File: config.mk
export PLATFORM = sky130hd
export DESIGN_NAME = cmp_timer
export DESIGN_NICKNAME = d
export VERILOG_FILES = /design/src/shared/cmp_timer_pkg.sv /design/src/shared/tick_if.sv /design/src/core/tick_prescaler.sv /design/src/core/event_sync.sv /design/src/core/cmp_timer.sv
export VERILOG_INCLUDE_DIRS = /design/src /design/src/shared
export SDC_FILE = /design/constraint.sdc
export NUM_CORES = 1
export LEC_CHECK = 0
export BUFFER_PORTS_ARGS = -buffer_cell sky130_fd_sc_hd__buf_2
export CAP_MARGIN = 40
export CORE_MARGIN = 2
export CORE_UTILIZATION = 60
export CTS_CLUSTER_DIAMETER = 200
export DETAILED_ROUTE_END_ITERATION = 16
export PLACE_DENSITY = 0.89
export RECOVER_POWER = 25
export SLEW_MARGIN = 10
export SYNTH_ARGS = -nofsm -noshare
export SYNTH_HDL_FRONTEND = slang
export SYNTH_HIERARCHICAL = 1
export SYNTH_SLANG_ARGS = --single-unit
File: constraint.sdc
create_clock -name i_mclk -period 4.3 [get_ports i_mclk]
set_input_delay 0.645 -clock i_mclk [delete_from_list [all_inputs] [get_ports i_mclk]]
set_output_delay 0.645 -clock i_mclk [all_outputs]
set_load 0.02 [all_outputs]
File: src/shared/cmp_timer_consts.svh
`ifndef CMP_TIMER_CONSTS_SVH
`define CMP_TIMER_CONSTS_SVH
// Register addresses
`define ADDR_CONTROL      16'hFFB6
`define ADDR_CTRL_STATUS  16'hFFB7
`define ADDR_COUNT_HIGH   16'hFFB8
`define ADDR_COUNT_LOW    16'hFFB9
`define ADDR_COMPARE_HIGH 16'hFFBA
`define ADDR_COMPARE_LOW  16'hFFBB
`define ADDR_CLOCK_STOP   16'hFFFA
`define ADDR_IRQ_STATUS   16'hFFBC
// Reset values
`define RST_COUNT         8'h00
`define RST_COMPARE       8'hFF
`define RST_CONTROL       8'h00
`define RST_CTRL_STATUS   8'h00
`define RST_CLOCK_STOP    8'hFF
`define BYTE_ONES         8'hFF
// Control register fields
`define CTL_HIGH_LEVEL    7
`define CTL_HIGH_SEL_TOP  6
`define CTL_HIGH_SEL_LO   4
`define CTL_LOW_LEVEL     3
`define CTL_LOW_SEL_TOP   2
`define CTL_LOW_SEL_LO    0
// Control/status fields
`define CS_HIGH_OVF       7
`define CS_HIGH_CMF       6
`define CS_HIGH_OVIE      5
`define CS_HIGH_CCLR      4
`define CS_LOW_OVF        3
`define CS_LOW_CMF        2
`define CS_LOW_OVIE       1
`define CS_LOW_CCLR       0
// Clock stop bit for this timer
`define CKSTP_TIMER_BIT   2
// Clock select codes
`define SEL_EVENT         3'h0
`define SEL_DIV32         3'h4
`define SEL_DIV16         3'h5
`define SEL_DIV4          3'h6
`define SEL_SUB4          3'h7
// Prescaler divisions
`define DIV_SUB_RATIO     8'h08
`endif

File: src/shared/cmp_timer_pkg.sv
package cmp_timer_pkg;
    // Clock select field
    typedef logic [2:0] clk_sel_t;
    // Byte register
    typedef logic [7:0] byte_t;
endpackage

File: src/shared/tick_if.sv
`timescale 1ns/1ps
// Prescaler ticks shared between prescaler and timer core
interface tick_if;
    logic div32;
    logic div16;
    logic div4;
    logic sub4;
    modport src (output div32, output div16, output div4, output sub4);
    modport dst (input div32, input div16, input div4, input sub4);
endinterface

File: src/core/tick_prescaler.sv
`timescale 1ns/1ps
`include "cmp_timer_consts.svh"
module tick_prescaler
    import cmp_timer_pkg::*;
(
    input  wire logic i_mclk,
    input  wire logic i_rst_n,
    input  wire logic i_run,
    tick_if.src       ticks
);
    typedef struct packed {
        logic [4:0] main_cnt;
        logic [7:0] sub_cnt;
        logic [1:0] sub4_cnt;
    } pre_state_t;

    pre_state_t state_reg;
    pre_state_t state_next;
    logic       sub_tick;

    // Sub-clock stand-in tick and divided ticks
    assign sub_tick    = (state_reg.sub_cnt == (`DIV_SUB_RATIO - 8'h01));
    assign ticks.div4  = i_run && (state_reg.main_cnt[1:0] == 2'h3);
    assign ticks.div16 = i_run && (state_reg.main_cnt[3:0] == 4'hF);
    assign ticks.div32 = i_run && (state_reg.main_cnt == 5'h1F);
    assign ticks.sub4  = i_run && sub_tick && (state_reg.sub4_cnt == 2'h3);

    // Free-running dividers, held while the module clock is stopped
    always_comb
    begin
        state_next = state_reg;
        if (i_run)
        begin
            state_next.main_cnt = state_reg.main_cnt + 5'h01;
            state_next.sub_cnt  = sub_tick ? 8'h00 : state_reg.sub_cnt + 8'h01;
            if (sub_tick)
            begin
                state_next.sub4_cnt = state_reg.sub4_cnt + 2'h1;
            end
        end
    end

    // State register
    always_ff @(posedge i_mclk or negedge i_rst_n)
    begin
        if (!i_rst_n)
        begin
            state_reg <= '0;
        end
        else
        begin
            state_reg <= state_next;
        end
    end
endmodule

File: src/core/event_sync.sv
`timescale 1ns/1ps
module event_sync
    import cmp_timer_pkg::*;
(
    input  wire logic i_mclk,
    input  wire logic i_rst_n,
    input  wire logic i_pin,
    input  wire logic i_rise_edge,
    output logic      o_edge
);
    typedef struct packed {
        logic meta;
        logic sync;
        logic prev;
    } sync_state_t;

    sync_state_t state_reg;
    sync_state_t state_next;

    // Edge detector looks only at the second stage and its delayed copy
    assign o_edge = i_rise_edge ? (state_reg.sync && !state_reg.prev)
                                : (!state_reg.sync && state_reg.prev);

    // Two-stage synchroniser then delay stage
    always_comb
    begin
        state_next      = state_reg;
        state_next.meta = i_pin;
        state_next.sync = state_reg.meta;
        state_next.prev = state_reg.sync;
    end

    // State register
    always_ff @(posedge i_mclk or negedge i_rst_n)
    begin
        if (!i_rst_n)
        begin
            state_reg <= '0;
        end
        else
        begin
            state_reg <= state_next;
        end
    end
endmodule

File: src/core/cmp_timer.sv
`timescale 1ns/1ps
`include "cmp_timer_consts.svh"
// Function
// - Two byte counters cascade into sixteen bits
// - Select top zero gives sixteen-bit mode
// - Select top one gives independent halves
// - Sixteen-bit pairs pass through temporary byte
// - Counters reset to zero, read/write
// - Compare bytes reset to ones, read/write
// - Sixteen-bit clear on match by high enable
// - Eight-bit clear on match per half
// - Sixteen-bit wrap sets high overflow, request
// - Eight-bit wrap sets own overflow, request
// - Sixteen-bit match sets high flag, request
// - Eight-bit match sets own flag, request
// - Sixteen-bit matches toggle high output pin
// - Eight-bit matches toggle own output pin
// - Control register write-only, field layout fixed
// - High level bit drives pin at once
// - Event pin feeds only low counter
// - Compare pair is high then low byte
// - Low select: event or four internal clocks
// - High select: cascade or four internal clocks
// - Flags cleared by read one, write zero; code clears on any write of zero, no read needed first
// - Control/status layout, resets to zero
module cmp_timer
    import cmp_timer_pkg::*;
(
    input  wire logic        i_mclk,
    input  wire logic        i_rst_n,
    input  wire logic [15:0] i_addr,
    input  wire logic [7:0]  i_wdata,
    input  wire logic        i_wr,
    input  wire logic        i_rd,
    output logic [7:0]       o_rdata,
    input  wire logic        i_event_in_pin,
    input  wire logic        i_event_rise,
    input  wire logic        i_high_irq_enable,
    input  wire logic        i_low_irq_enable,
    output logic             o_high_toggle_pin,
    output logic             o_low_toggle_pin,
    output logic             o_high_irq_request,
    output logic             o_low_irq_request,
    output logic             o_high_irq,
    output logic             o_low_irq
);
    typedef struct packed {
        byte_t count_high;
        byte_t count_low;
        byte_t compare_high;
        byte_t compare_low;
        byte_t control_reg;
        byte_t ctrl_status_reg;
        byte_t clock_stop_reg_one;
        byte_t temp;
        logic  high_seen;
        logic  low_seen;
        logic  high_level;
        logic  low_level;
        logic  high_req;
        logic  low_req;
        byte_t rdata;
    } tmr_state_t;

    tmr_state_t state_reg;
    tmr_state_t state_next;
    tick_if     ticks ();
    logic       event_edge;
    logic       run;
    logic       mode16;
    clk_sel_t   low_clock_select;
    clk_sel_t   high_clock_select;
    logic       low_tick;
    logic       high_tick;
    logic       low_wrap;
    logic       match16;
    logic       match_high;
    logic       match_low;
    logic       wr_hit;
    logic       rd_hit;
    logic       low_ovf_hw;

    // Select an internal tick for a clock select code
    function automatic logic pick_tick(input clk_sel_t sel, input logic d32, input logic d16,
                                       input logic d4, input logic s4);
        case (sel)
            `SEL_DIV32: pick_tick = d32;
            `SEL_DIV16: pick_tick = d16;
            `SEL_DIV4:  pick_tick = d4;
            `SEL_SUB4:  pick_tick = s4;
            default:    pick_tick = 1'b0;
        endcase
    endfunction

    // Address compare used only for the write strobe; reads decode i_addr in a case
    function automatic logic hit(input logic [15:0] a, input logic [15:0] reg_addr);
        hit = (a == reg_addr);
    endfunction

    tick_prescaler u_prescaler (
        .i_mclk  (i_mclk),
        .i_rst_n (i_rst_n),
        .i_run   (run),
        .ticks   (ticks)
    );

    // Event pin only to low half
    event_sync u_event_sync (
        .i_mclk      (i_mclk),
        .i_rst_n     (i_rst_n),
        .i_pin       (i_event_in_pin),
        .i_rise_edge (i_event_rise),
        .o_edge      (event_edge)
    );

    // Mode and clock selection decode
    assign run               = !state_reg.clock_stop_reg_one[`CKSTP_TIMER_BIT] ? 1'b0 : 1'b1;
    assign low_clock_select  = state_reg.control_reg[`CTL_LOW_SEL_TOP:`CTL_LOW_SEL_LO];
    assign high_clock_select = state_reg.control_reg[`CTL_HIGH_SEL_TOP:`CTL_HIGH_SEL_LO];
    assign mode16            = !state_reg.control_reg[`CTL_HIGH_SEL_TOP];

    assign low_tick = run && ((low_clock_select == `SEL_EVENT) ? event_edge
                    : pick_tick(low_clock_select, ticks.div32, ticks.div16, ticks.div4, ticks.sub4));
    assign low_wrap = low_tick && (state_reg.count_low == `BYTE_ONES);
    // Cascade on low wrap same cycle
    assign high_tick = mode16 ? low_wrap
                     : run && pick_tick(high_clock_select, ticks.div32, ticks.div16, ticks.div4, ticks.sub4);

    assign match16    = {state_reg.count_high, state_reg.count_low}
                     == {state_reg.compare_high, state_reg.compare_low};
    assign match_high = mode16 ? match16 : (state_reg.count_high == state_reg.compare_high);
    assign match_low  = !mode16 && (state_reg.count_low == state_reg.compare_low);

    assign wr_hit = i_wr;
    assign rd_hit = i_rd;

    // Pins, requests and read data from flip-flops; interrupts are requests gated by the enable inputs
    assign o_rdata            = state_reg.rdata;
    assign o_high_toggle_pin  = state_reg.high_level;
    assign o_low_toggle_pin   = state_reg.low_level;
    assign o_high_irq_request = state_reg.high_req;
    assign o_low_irq_request  = state_reg.low_req;
    assign o_high_irq         = state_reg.high_req && i_high_irq_enable;
    assign o_low_irq          = state_reg.low_req && i_low_irq_enable;

    // Next-state logic for counters, flags, pins and bus
    always_comb
    begin
        logic high_ovf;
        logic low_ovf;
        logic high_match_ev;
        logic low_match_ev;
        high_ovf      = 1'b0;
        low_ovf       = 1'b0;
        high_match_ev = 1'b0;
        low_match_ev  = 1'b0;
        state_next    = state_reg;
        state_next.rdata = 8'h00;

        // Byte counters advance, cascaded or alone
        if (low_tick)
        begin
            state_next.count_low = state_reg.count_low + 8'h01;
        end
        if (high_tick)
        begin
            state_next.count_high = state_reg.count_high + 8'h01;
        end

        if (mode16)
        begin
            high_ovf = low_wrap && (state_reg.count_high == `BYTE_ONES);
        end
        else
        begin
            high_ovf = high_tick && (state_reg.count_high == `BYTE_ONES);
            low_ovf  = low_wrap;
        end

        // Match events fire when the compare becomes true
        high_match_ev = match_high && !state_reg.high_seen;
        low_match_ev  = match_low && !state_reg.low_seen;
        state_next.high_seen = match_high;
        state_next.low_seen  = match_low;

        if (high_match_ev && state_reg.ctrl_status_reg[`CS_HIGH_CCLR])
        begin
            state_next.count_high = `RST_COUNT;
            if (mode16)
            begin
                state_next.count_low = `RST_COUNT;
            end
        end
        if (low_match_ev && state_reg.ctrl_status_reg[`CS_LOW_CCLR])
        begin
            state_next.count_low = `RST_COUNT;
        end

        // Bus reads
        if (rd_hit)
        begin
            case (i_addr)
                `ADDR_CTRL_STATUS:
                begin
                    state_next.rdata = state_reg.ctrl_status_reg;
                end
                // Sixteen-bit high read latches low into temp
                `ADDR_COUNT_HIGH:
                begin
                    state_next.rdata = state_reg.count_high;
                    if (mode16)
                    begin
                        state_next.temp = state_reg.count_low;
                    end
                end
                `ADDR_COUNT_LOW:    state_next.rdata = mode16 ? state_reg.temp : state_reg.count_low;
                `ADDR_COMPARE_HIGH:
                begin
                    state_next.rdata = state_reg.compare_high;
                    if (mode16)
                    begin
                        state_next.temp = state_reg.compare_low;
                    end
                end
                `ADDR_COMPARE_LOW:  state_next.rdata = mode16 ? state_reg.temp : state_reg.compare_low;
                `ADDR_CLOCK_STOP:   state_next.rdata = state_reg.clock_stop_reg_one;
                `ADDR_IRQ_STATUS:   state_next.rdata = {6'h00, state_reg.high_req, state_reg.low_req};
                default:            state_next.rdata = 8'h00;
            endcase
        end

        // Flags: write zero clears, write one keeps
        if (wr_hit && hit(i_addr, `ADDR_CTRL_STATUS))
        begin
            state_next.ctrl_status_reg[`CS_HIGH_OVIE] = i_wdata[`CS_HIGH_OVIE];
            state_next.ctrl_status_reg[`CS_HIGH_CCLR] = i_wdata[`CS_HIGH_CCLR];
            state_next.ctrl_status_reg[`CS_LOW_OVIE]  = i_wdata[`CS_LOW_OVIE];
            state_next.ctrl_status_reg[`CS_LOW_CCLR]  = i_wdata[`CS_LOW_CCLR];
            state_next.ctrl_status_reg[`CS_HIGH_OVF]  = state_reg.ctrl_status_reg[`CS_HIGH_OVF] & i_wdata[`CS_HIGH_OVF];
            state_next.ctrl_status_reg[`CS_HIGH_CMF]  = state_reg.ctrl_status_reg[`CS_HIGH_CMF] & i_wdata[`CS_HIGH_CMF];
            state_next.ctrl_status_reg[`CS_LOW_OVF]   = state_reg.ctrl_status_reg[`CS_LOW_OVF] & i_wdata[`CS_LOW_OVF];
            state_next.ctrl_status_reg[`CS_LOW_CMF]   = state_reg.ctrl_status_reg[`CS_LOW_CMF] & i_wdata[`CS_LOW_CMF];
        end
        if (wr_hit && hit(i_addr, `ADDR_IRQ_STATUS))
        begin
            state_next.high_req = state_reg.high_req & i_wdata[1];
            state_next.low_req  = state_reg.low_req & i_wdata[0];
        end

        // Counter, compare and clock stop writes; counter and compare go via temp in sixteen-bit mode
        if (wr_hit)
        begin
            case (i_addr)
                `ADDR_COUNT_HIGH:
                begin
                    if (mode16)
                    begin
                        state_next.temp = i_wdata;
                    end
                    else
                    begin
                        state_next.count_high = i_wdata;
                    end
                end
                `ADDR_COUNT_LOW:
                begin
                    state_next.count_low = i_wdata;
                    if (mode16)
                    begin
                        state_next.count_high = state_reg.temp;
                    end
                end
                `ADDR_COMPARE_HIGH:
                begin
                    if (mode16)
                    begin
                        state_next.temp = i_wdata;
                    end
                    else
                    begin
                        state_next.compare_high = i_wdata;
                    end
                end
                `ADDR_COMPARE_LOW:
                begin
                    state_next.compare_low = i_wdata;
                    if (mode16)
                    begin
                        state_next.compare_high = state_reg.temp;
                    end
                end
                `ADDR_CLOCK_STOP: state_next.clock_stop_reg_one = i_wdata;
                default:          ;
            endcase
        end

        // Overflow sets flag, request only if its enable is set; match sets flag and request together
        if (high_ovf)
        begin
            state_next.ctrl_status_reg[`CS_HIGH_OVF] = 1'b1;
            if (state_reg.ctrl_status_reg[`CS_HIGH_OVIE])
            begin
                state_next.high_req = 1'b1;
            end
        end
        if (low_ovf)
        begin
            state_next.ctrl_status_reg[`CS_LOW_OVF] = 1'b1;
            if (state_reg.ctrl_status_reg[`CS_LOW_OVIE])
            begin
                state_next.low_req = 1'b1;
            end
        end
        if (high_match_ev)
        begin
            state_next.ctrl_status_reg[`CS_HIGH_CMF] = 1'b1;
            state_next.high_req                      = 1'b1;
        end
        if (low_match_ev)
        begin
            state_next.ctrl_status_reg[`CS_LOW_CMF] = 1'b1;
            state_next.low_req                      = 1'b1;
        end

        if (high_match_ev)
        begin
            state_next.high_level = !state_reg.high_level;
        end
        if (low_match_ev)
        begin
            state_next.low_level = !state_reg.low_level;
        end

        // Level bit overrides pin at once
        if (wr_hit && hit(i_addr, `ADDR_CONTROL))
        begin
            state_next.control_reg = i_wdata;
            state_next.high_level  = i_wdata[`CTL_HIGH_LEVEL];
            state_next.low_level   = i_wdata[`CTL_LOW_LEVEL];
        end
    end

    always_ff @(posedge i_mclk or negedge i_rst_n)
    begin
        if (!i_rst_n)
        begin
            state_reg                    <= '0;
            state_reg.count_high         <= `RST_COUNT;
            state_reg.count_low          <= `RST_COUNT;
            state_reg.compare_high       <= `RST_COMPARE;
            state_reg.compare_low        <= `RST_COMPARE;
            state_reg.control_reg        <= `RST_CONTROL;
            state_reg.ctrl_status_reg    <= `RST_CTRL_STATUS;
            state_reg.clock_stop_reg_one <= `RST_CLOCK_STOP;
        end
        else
        begin
            state_reg <= state_next;
        end
    end

    // Assertions
    a_wrap_sets_ovf: assert property (@(posedge i_mclk) disable iff (!i_rst_n)
        (!mode16 && low_wrap) |=> state_reg.ctrl_status_reg[`CS_LOW_OVF])
        else $error("low wrap did not set overflow");
    a_cascade_step: assert property (@(posedge i_mclk) disable iff (!i_rst_n)
        (mode16 && low_wrap && !wr_hit && !match16 && state_reg.count_high != `BYTE_ONES)
        |=> state_reg.count_high == $past(state_reg.count_high) + 8'h01)
        else $error("high byte did not follow low wrap");
    a_match_flag_req: assert property (@(posedge i_mclk) disable iff (!i_rst_n)
        (match_high && !state_reg.high_seen) |=> (state_reg.ctrl_status_reg[`CS_HIGH_CMF] && state_reg.high_req))
        else $error("match did not set flag and request");
    a_low_match: assert property (@(posedge i_mclk) disable iff (!i_rst_n)
        (match_low && !state_reg.low_seen) |=> state_reg.ctrl_status_reg[`CS_LOW_CMF])
        else $error("low match flag missing");
    a_level_write: assert property (@(posedge i_mclk) disable iff (!i_rst_n)
        (wr_hit && i_addr == `ADDR_CONTROL) |=> o_high_toggle_pin == $past(i_wdata[`CTL_HIGH_LEVEL]))
        else $error("high pin not set by level write");
    a_match_toggle: assert property (@(posedge i_mclk) disable iff (!i_rst_n)
        (match_low && !state_reg.low_seen && !(wr_hit && i_addr == `ADDR_CONTROL))
        |=> o_low_toggle_pin != $past(o_low_toggle_pin))
        else $error("low pin did not toggle");
    a_flag_hw_only: assert property (@(posedge i_mclk) disable iff (!i_rst_n)
        (!state_reg.ctrl_status_reg[`CS_LOW_OVF] && !low_ovf_hw) |=> !state_reg.ctrl_status_reg[`CS_LOW_OVF])
        else $error("overflow flag set without wrap");
    a_low_clear: assert property (@(posedge i_mclk) disable iff (!i_rst_n)
        (match_low && !state_reg.low_seen && state_reg.ctrl_status_reg[`CS_LOW_CCLR] && !wr_hit)
        |=> state_reg.count_low == `RST_COUNT)
        else $error("low counter not cleared on match");
    a_event_only_low: assert property (@(posedge i_mclk) disable iff (!i_rst_n)
        (!mode16 && high_tick) |-> (ticks.div32 || ticks.div16 || ticks.div4 || ticks.sub4))
        else $error("event reached high counter");

    // Eight-bit low wrap, the only way the low overflow flag may rise
    assign low_ovf_hw = !mode16 && low_wrap;

    c_mode16_wrap: cover property (@(posedge i_mclk) disable iff (!i_rst_n) mode16 && low_wrap);
    c_high_match: cover property (@(posedge i_mclk) disable iff (!i_rst_n) match_high && !state_reg.high_seen);
    c_low_event: cover property (@(posedge i_mclk) disable iff (!i_rst_n) low_tick && low_clock_select == `SEL_EVENT);
endmodule

==> results of run 1 <==
## cell families (layout without fill, tap and decap cells)
logic type / count (synthesis) / in the layout / synth area share [%]
XOR/XNOR: 40 / 40 / 6.22
AND/OR/NAND/NOR: 195 / 195 / 19.3
multiplexers: 55 / 55 / 10.6
adder cells (fa/ha/maj): 6 / 6 / 1.33
buffers and inverters: 52 / 78 / 4.66
AO/OA/AOI/OAI: 136 / 136 / 15.7
flip-flops: 94 / 94 / 42.3
## worst register-to-register path, stage by stage, from the launching register on
cell and delay, ns:
dfrtp_1 0.44, ha_1 0.27, and4bb_1 0.23, and2_1 0.18, and3_1 0.20, mux2i_1 0.13
o22ai_1 0.11, a21oi_1 0.49, nand2_1 0.23, mux2i_1 0.23, a21oi_1 0.06, a22o_1 0.24
## per-layer routing
metal  vias to the layer above  global-route usage [%]
met4                         0                    15.0
met2                       281                    49.1
met3                        74                    7.21
li1                       2120                       -
met5                         -                       0
met1                      2290                    41.5
## final timing paths
| check | slack, ns | startpoint | cells after the start | end |
|---|---|---|---|---|
| worst min-delay path | 0.14 | i_rst_n | 1 | state_reg[19]$_DFF_PN0_ |
| min in group i_mclk | 0.36 | u_event_sync/state_next[1]$_DFF_PN0_ | 0 | u_event_sync/state_next[0]$_DFF_PN0_ |
| worst min register to register | 0.36 | u_event_sync/state_next[1]$_DFF_PN0_ | 0 | u_event_sync/state_next[0]$_DFF_PN0_ |
| worst max-delay path | 1.39 | u_prescaler/state_reg[2]$_DFFE_PN0P_ | 11 | state_reg[71]$_DFF_PN0_ |
| max in group asynchronous | 3.11 | i_rst_n | 3 | state_reg[22]$_DFFE_PN1P_ |
| worst max register to register | 1.39 | u_prescaler/state_reg[2]$_DFFE_PN0P_ | 11 | state_reg[71]$_DFF_PN0_ |
## cells in the final DEF, fill, tap and decap left out, types with 3 or more instances in the layout
cell	instances
a211oi_1	3
a21o_1	4
a21oi_1	34
a221oi_1	4
a22o_1	4
a22oi_1	10
a31oi_1	7
and2_1	6
and3_1	8
buf_2	44
buf_4	7
clkbuf_8	9
clkinv_4	3
dfrtp_1	70
dfstp_2	24
ha_1	6
inv_1	9
mux2_2	32
mux2i_1	22
nand2_1	77
nand2_2	3
nand2b_1	4
nand3_1	23
nand4_1	5
nor2_1	15
nor2b_1	10
nor3_1	10
nor3b_1	3
nor4_1	4
nor4_2	3
o21ai_0	42
o22ai_1	6
o32ai_1	3
or3_1	3
xnor2_1	8
xor2_1	32
## stage by stage
| stage | cells | cell area (um^2) | power, uW |
|---|---|---|---|
| after floorplan | 578 | 5630 | 949 |
| after global placement | 696 | 5810 | 993 |
| after detailed placement | 698 | 5820 | 996 |
| after CTS | 714 | 6000 | 1540 |
| after global routing | 715 | 6030 | 1590 |
| final | 715 | 6030 | 1540 |
## layout make-up
class / count / area (um^2) / area share [%]
tap: 111 / 139 / 2.30
multi-input combinational: 432 / 2990 / 49.6
clock inverter: 6 / 53.8 / 0.892
clock buffer: 10 / 128 / 2.12
timing repair buffer: 53 / 304 / 5.04
sequential: 94 / 2380 / 39.5
inverter: 9 / 33.8 / 0.560
## power by group
group	leakage (uW)	internal, uW	switching [uW]	total (uW)
clock	0.0000890	220	339	559
sequential	0.00119	889	3.05	892
combinational	0.00144	27.3	64.4	91.7
==> results.cfg, run 1 <==
[finish]
drive_above_1_share_pct = 24.5
nFillCells = 687
fin_util_pct = 65.9
layout.nets = 637
n_antenna_cell = 0
largest_register_ffs = 58
syn2layout_area_growth_pct = 7.02

[die]
die-area_um2 = 10200
core_area_um2 = 9150
start_util_pct = 61.5
rows = 35
die-width_um = 101
io_pins = 46
die_h_um = 101

[sta]
drv_slew = 0
whs_ns = 0.142
max_freq_mhz = 344
setup_slack_ns = 1.39
post-route-min-period_ns = 2.91
setup_viol = 0
tightest_slew_ns = 0.892
slew-limit-headroom_pct = 40.5
skew_ns = 0.00970
hold_violations = 0
layout_worst_path_cycle_share_pct = 67.6
setup_tns_ns = 0
rsz0062_at_grt = false

[synth]
netlist_instances = 578
syn_avg_cell_area_um2 = 9.75
synth.top_cell.area_share_pct = 31.1
yosysWarnings = 6
synth_edf_count = 0
synth.top_cells.by_count = nand2_1, dfrtp_1, o21ai_0
ys_ff_latch = 94
post-synth-top-area-cell = dfrtp_1
synth_flop_cell = dfrtp_1
yosysSeqAreaShare_pct = 42.3
syn_nets = 616
synth_most_common_cell = nand2_1
ys_types = 70
syn_area_um2 = 5630
async_flop_share_pct = 100
synthTopCellsByArea = dfrtp_1, dfstp_2, mux2_2, nand2_1, xor2_1

[setup_path]
slowest_stage = a21oi_1
critical_path.top_delay_family = compound AO/OA/AOI/OAI gates
critPathRequiredTime_ns = 4.56
crit_chain = ha_1 > and4bb_1 > and2_1 > and3_1 > mux2i_1 > o22ai_1 > a21oi_1 > nand2_1 > mux2i_1 > a21oi_1 > a22o_1
crit_path_start_kind = flop
cp.arrival_ns = 3.17
end_kind = flop
critPathKind = reg2reg
slowest_delay_ns = 0.49
worst-path-buf-inv = 0
worstPathMaxFanout = 7

[global_route]
overflow = 0
grt_pass1_wl_mm = 24.2
grt_start_max_net_pins = 70
grt_pass1_vias = 4629
grt_use_total_pct = 31.4
antenna_found_initial = 0

[route]
drc = 0
via_per_inst = 6.66
wl_per_cell_um = 21.5
wl_met1_mm = 6.08
dr_wl_met2_mm = 7.14
wl_mm = 15.4
wl_met3_mm = 1.46
ant_nets = 0
drt-pass1-iter-count = 5
initialDrtViolationCount = 436
routed.top_layer = met4
dr_total_vias = 4765

[placed_design]
dp_hpwl_mm = 10.8
place_worst_setup_slack_ns = 1.51
port_buffers = 45
gp_congestion = 1.10

[clock_network]
htreeDepth = 3
cts_buffer_depth = 2
postCtsSetupRepairBufs = 0
cts-root-buf = clkbuf_8
cts_resized = 0
cts_tree = yes
postCtsHoldBufs = 0
numClockSinks = 94
numCtsBuffers = 9
clk_latency_ns = 0.37
path_clk_slew_ns = 0.10

[run]
maxCapViolCount = 0

[pwr]
p_leak_uw = 0.00273
peakVddDrop_mv = 0.200
p_per_area_nw_per_um2 = 256

[status]
status = complete, no violations

[min_path]
hold_path_class = in2async
Note: power is estimated with default switching activity, not from simulation.
==> run 2, diff against run 1 <==
Settings changed: CORE_UTILIZATION 60 to 55, PLACE_DENSITY 0.89 to 0.86.
Clock period 4.3 ns to 2.4 ns, I/O delays scaled along.
==> results.cfg, run 2 (synthesis results as in run 1) <==
[route]
drc = 0
ant_nets = 0
dr_total_vias = 4905
drt-pass1-iter-count = 5
via_per_inst = 6.28
initialDrtViolationCount = 494
wl_mm = 16.3
wl_per_cell_um = 20.8

[die]
io_pins = 46
rows = 36
start_util_pct = 57.1
core_area_um2 = 9860
die_h_um = 105
die-width_um = 105
die-area_um2 = 11100

[pwr]
internal_power_uw = 2040
p_sw_share_pct = 27.5
peakVddDrop_mv = 0.269
p_seq_share_pct = 56.6
p_leak_uw = 0.00299
p_per_area_nw_per_um2 = 434
combPwrFrac_pct = 6.1
p_clk_share_pct = 37.2
power_switching_uw = 776

[placed_design]
dpl.cell_count = 756
place_worst_setup_slack_ns = -0.000263
port_buffers = 45
dp_hpwl_mm = 11.5
gp_congestion = 1.01
post_dp_cell_area_um2 = 6150

[finish]
drive_above_1_share_pct = 32.9
largest_register_ffs = 58
layout.cells.non_filler = 781
nFillCells = 780
n_antenna_cell = 0
layout.nets = 681
fin_area_um2 = 6490
mostFrequentLayoutCell = nand2_1
syn2layout_area_growth_pct = 15.3
fin_util_pct = 65.8
final_cell_mix = nand2_1, dfrtp_1, buf_4

[sta]
skew_ns = 0.0140
drv_slew = 0
tightest_slew_ns = 1.33
setup_tns_ns = -0.604
layout_worst_path_cycle_share_pct = 105
max_freq_mhz = 396
post-route-min-period_ns = 2.53
setup_slack_ns = -0.126
hold_violations = 0
slew-limit-headroom_pct = 11.2
setup_viol = 8

[clock_network]
numCtsBuffers = 9
cts_tree = yes
cts-root-buf = clkbuf_8
numClockSinks = 94
clk_latency_ns = 0.39
path_clk_slew_ns = 0.10
htreeDepth = 3
cts_buffer_depth = 2
postCtsHoldBufs = 0

[min_path]
hold_path_class = in2reg

[global_route]
antenna_found_initial = 0
grt_start_max_net_pins = 58
overflow = 0
grt_pass1_vias = 4666
grt_use_total_pct = 29.8
grt_pass1_wl_mm = 25.2

[setup_path]
critPathKind = reg2reg
crit_path_start_kind = flop
worstPathMaxFanout = 6
cp.arrival_ns = 2.80
end_kind = flop
critPathRequiredTime_ns = 2.67

[run]
maxCapViolCount = 0

[status]
violations = negative setup slack
status = finished with violations
[run 2: cell types whose count changed in the layout (fill, tap and decap cells not counted), sizes merged]
cell | before | now
buf | 52 | 96
clkbuf | 11 | 10
inv | 11 | 12
[run 2: metrics by stage]
stage	power, uW	hold slack, ns
after CTS	2840	0.0296
after detailed placement	1800	0.347
after floorplan	1700	0.0644
after global routing	2910	0.0725
after global placement	1790	0.350
final	2820	0.0814
[run 2: final cells by class]
type	count	area, um^2	share of cell area, %
timing repair buffer	97	644	9.92
tap	133	166	2.56
clock buffer	9	124	1.91
clock inverter	7	65.1	1.00
inverter	9	33.8	0.520
sequential	94	2380	36.7
multi-input combinational	432	3080	47.4
[run 2: path summary, 6_finish.rpt]
path | from | to | slack [ns] | depth (start not counted)
setup / recovery | u_prescaler/state_reg[2]$_DFFE_PN0P_ | state_reg[75]$_DFF_PN0_ | -0.13 | 12
hold / removal | i_event_in_pin | u_event_sync/state_next[1]$_DFF_PN0_ | 0.08 | 1
setup reg to reg | u_prescaler/state_reg[2]$_DFFE_PN0P_ | state_reg[75]$_DFF_PN0_ | -0.13 | 12
hold reg to reg | u_event_sync/state_next[1]$_DFF_PN0_ | u_event_sync/state_next[0]$_DFF_PN0_ | 0.37 | 0
max in group asynchronous | i_rst_n | state_reg[22]$_DFFE_PN1P_ | 1.15 | 2
min in group asynchronous | i_rst_n | state_reg[71]$_DFF_PN0_ | 0.27 | 1
[run 2: power by group through the flow]
stage                     clock network [uW]  logic, uW  registers [uW]
after global routing                    1120        187            1600
after floorplan                            0       68.9            1630
after detailed placement                   0        171            1630
after CTS                               1070        172            1600
after global placement                     0        166            1630
final                                   1050        173            1600
[run 2: metal layers]
layer  routed length [um]  global-route usage, %  up-vias
li1                     -                      -     2210
met1                 6660                   40.5     2384
met2                 7670                   47.2      277
met3                 1520                   6.80       34
met4                  436                   10.1        0
met5                    0                      0        -
[run 2: what timing repair did]
item,4_1_cts,5_1_grt
endpoints found under the setup margin,4,17
endpoints found under the hold margin,0,0
pin swaps,2,13
resized for setup,2,27
setup buffers,1,8
[run 2: worst max-delay path: stages (launching register included)]
cell	delay, ns
dfrtp_1	0.40
ha_2	0.19
and4bb_1	0.22
and2_4	0.17
and3_4	0.18
mux2i_1	0.23
o22ai_1	0.17
a21oi_2	0.20
buf_6	0.15
a21oi_1	0.09
xor2_1	0.16
a22oi_1	0.19
a21oi_1	0.06
==> run 3, diff against run 2 <==
Settings changed: BUFFER_PORTS_ARGS -buffer_cell sky130_fd_sc_hd__buf_2 to not set, CORE_UTILIZATION 55 to 58, DONT_BUFFER_PORTS set to 1, PLACE_DENSITY 0.86 to 0.85.
==> results.cfg, run 3 (synthesis results as in run 1) <==
[die]
die_h_um = 103
die-width_um = 103
io_pins = 46
start_util_pct = 60.4
die-area_um2 = 10500
core_area_um2 = 9330
rows = 35

[route]
drt-pass1-iter-count = 5
wl_per_cell_um = 22.1
drc = 0
ant_nets = 0
dr_total_vias = 4737
initialDrtViolationCount = 676
via_per_inst = 6.59
wl_mm = 15.9

[clock_network]
cts_buffer_depth = 2
numCtsBuffers = 9
path_clk_slew_ns = 0.09
cts_tree = yes
htreeDepth = 3
numClockSinks = 94
cts-root-buf = clkbuf_8
clk_latency_ns = 0.37

[pwr]
p_leak_uw = 0.00272
p_per_area_nw_per_um2 = 449
peakVddDrop_mv = 0.315

[finish]
mostFrequentLayoutCell = nand2_1
seqCellArea_um2 = 2380
largest_register_ffs = 58
syn2layout_area_growth_pct = 10.7
multi_input_area_um2 = 3140
fin_area_um2 = 6240
n_antenna_cell = 0
drive_above_1_share_pct = 27.8
layout.nets = 623
nFillCells = 688
final_cell_mix = nand2_1, dfrtp_1, o21ai_0

[placed_design]
port_buffers = 0
dp_hpwl_mm = 10.6
gp_congestion = 1.00
post_dp_cell_area_um2 = 5800

[sta]
slew-limit-headroom_pct = 57.5
setup_tns_ns = -0.0965
setup_viol = 4
skew_ns = 0.0104
layout_worst_path_cycle_share_pct = 102
setup_slack_ns = -0.0408
hold_violations = 94
rsz0062_at_grt = true
tightest_slew_ns = 0.630
whs_ns = -0.317
post-route-min-period_ns = 2.44
max_freq_mhz = 410
drv_slew = 0

[status]
violations = negative hold slack, negative setup slack
status = finished with violations

[setup_path]
critPathRequiredTime_ns = 2.62
cp.arrival_ns = 2.67
end_kind = flop
worstPathMaxFanout = 6
crit_path_start_kind = flop
critPathKind = reg2reg

[global_route]
grt_pass1_vias = 4476
grt_start_max_net_pins = 95
grt_pass1_wl_mm = 24.2
overflow = 0
grt_use_total_pct = 30.8
antenna_found_initial = 0

[min_path]
hold_path_class = in2async

[run]
maxCapViolCount = 0
[run 3: changes by cell type in the layout (fill, tap and decap cells not counted), moves of 3 or more]
cell      change
buf_2        -44
buf_4        -12
clkinv_4      -3
o21ai_0       +7
a21oi_4       +4
o21ai_1       -7
clkbuf_8      +3
a21oi_1       -4
[run 3: layout make-up]
cell class              instances  share of cell area, %
clock buffers                  12                   2.65
clock inverters                 4                  0.823
inverters                       9                  0.542
multi-input cells             432                   50.4
flip-flops and latches         94                   38.2
well taps                     129                   2.59
repair buffers                 39                   4.80
[run 3: metal layers]
metal	wire length [um]	vias to the layer above	track usage (%)
li1	-	2090	-
met1	6280	2299	43.6
met2	7510	300	46.6
met3	1650	48	6.92
met4	455	0	11.4
met5	0	-	0
[run 3: stage by stage]
step | setup WS (ns) | cells | power, uW | hold slack, ns | utilization, %
6_report | -0.0408 | 719 | 2800 | -0.317 | 66.9
3_3_place_gp | 0.0670 | 695 | 1680 | 0.0683 | 62.2
5_1_grt | -0.0989 | 719 | 2890 | -0.337 | 66.9
2_1_floorplan | 0.0806 | 578 | 1700 | 0.0644 | -
3_5_place_dp | -0.0128 | 695 | 1680 | 0.0675 | 62.2
4_1_cts | -0.0229 | 716 | 2810 | -0.331 | 65.1
[run 3: worst paths after layout]
check	startpoint	slack (ns)	end	cells after the start
max in group asynchronous	i_rst_n	2.47	state_reg[25]$_DFFE_PN1P_	0
min	i_rst_n	-0.32	state_reg[17]$_DFF_PN0_	0
max	u_prescaler/state_reg[2]$_DFFE_PN0P_	-0.04	state_reg[75]$_DFF_PN0_	12
max reg2reg	u_prescaler/state_reg[2]$_DFFE_PN0P_	-0.04	state_reg[75]$_DFF_PN0_	12
min reg2reg	u_event_sync/state_next[1]$_DFF_PN0_	0.37	u_event_sync/state_next[0]$_DFF_PN0_	0
min in group i_mclk	i_wdata[0]	0.11	state_reg[62]$_DFF_PN0_	2
[run 3: power breakdown]
| part | leakage [uW] | total [uW] | switching (uW) | internal [uW] |
|---|---|---|---|---|
| Combinational | 0.00142 | 48.7 | 24.4 | 24.3 |
| Clock | 0.000109 | 1150 | 581 | 570 |
| Sequential | 0.00119 | 1600 | 10.1 | 1590 |
[run 3: timing repair]
action / 4_1_cts / 5_1_grt
endpoints found under the setup margin: 12 / 16
buffers inserted: 5 / 2
pin swaps: 5 / 17
cloned: 0 / 0
resized for setup: 6 / 29
hold endpoints to repair: 94 / 95
[run 3: worst max-delay path, cell delays in order (launching register included)]
cell and delay, ns:
dfrtp_1 0.39, ha_2 0.19, and4bb_2 0.24, and2_4 0.17, and3_4 0.14, mux2i_1 0.16
o22ai_1 0.12, a21oi_2 0.22, buf_6 0.20, a21oi_4 0.07, xor2_1 0.15, a22oi_1 0.18
a21oi_1 0.06
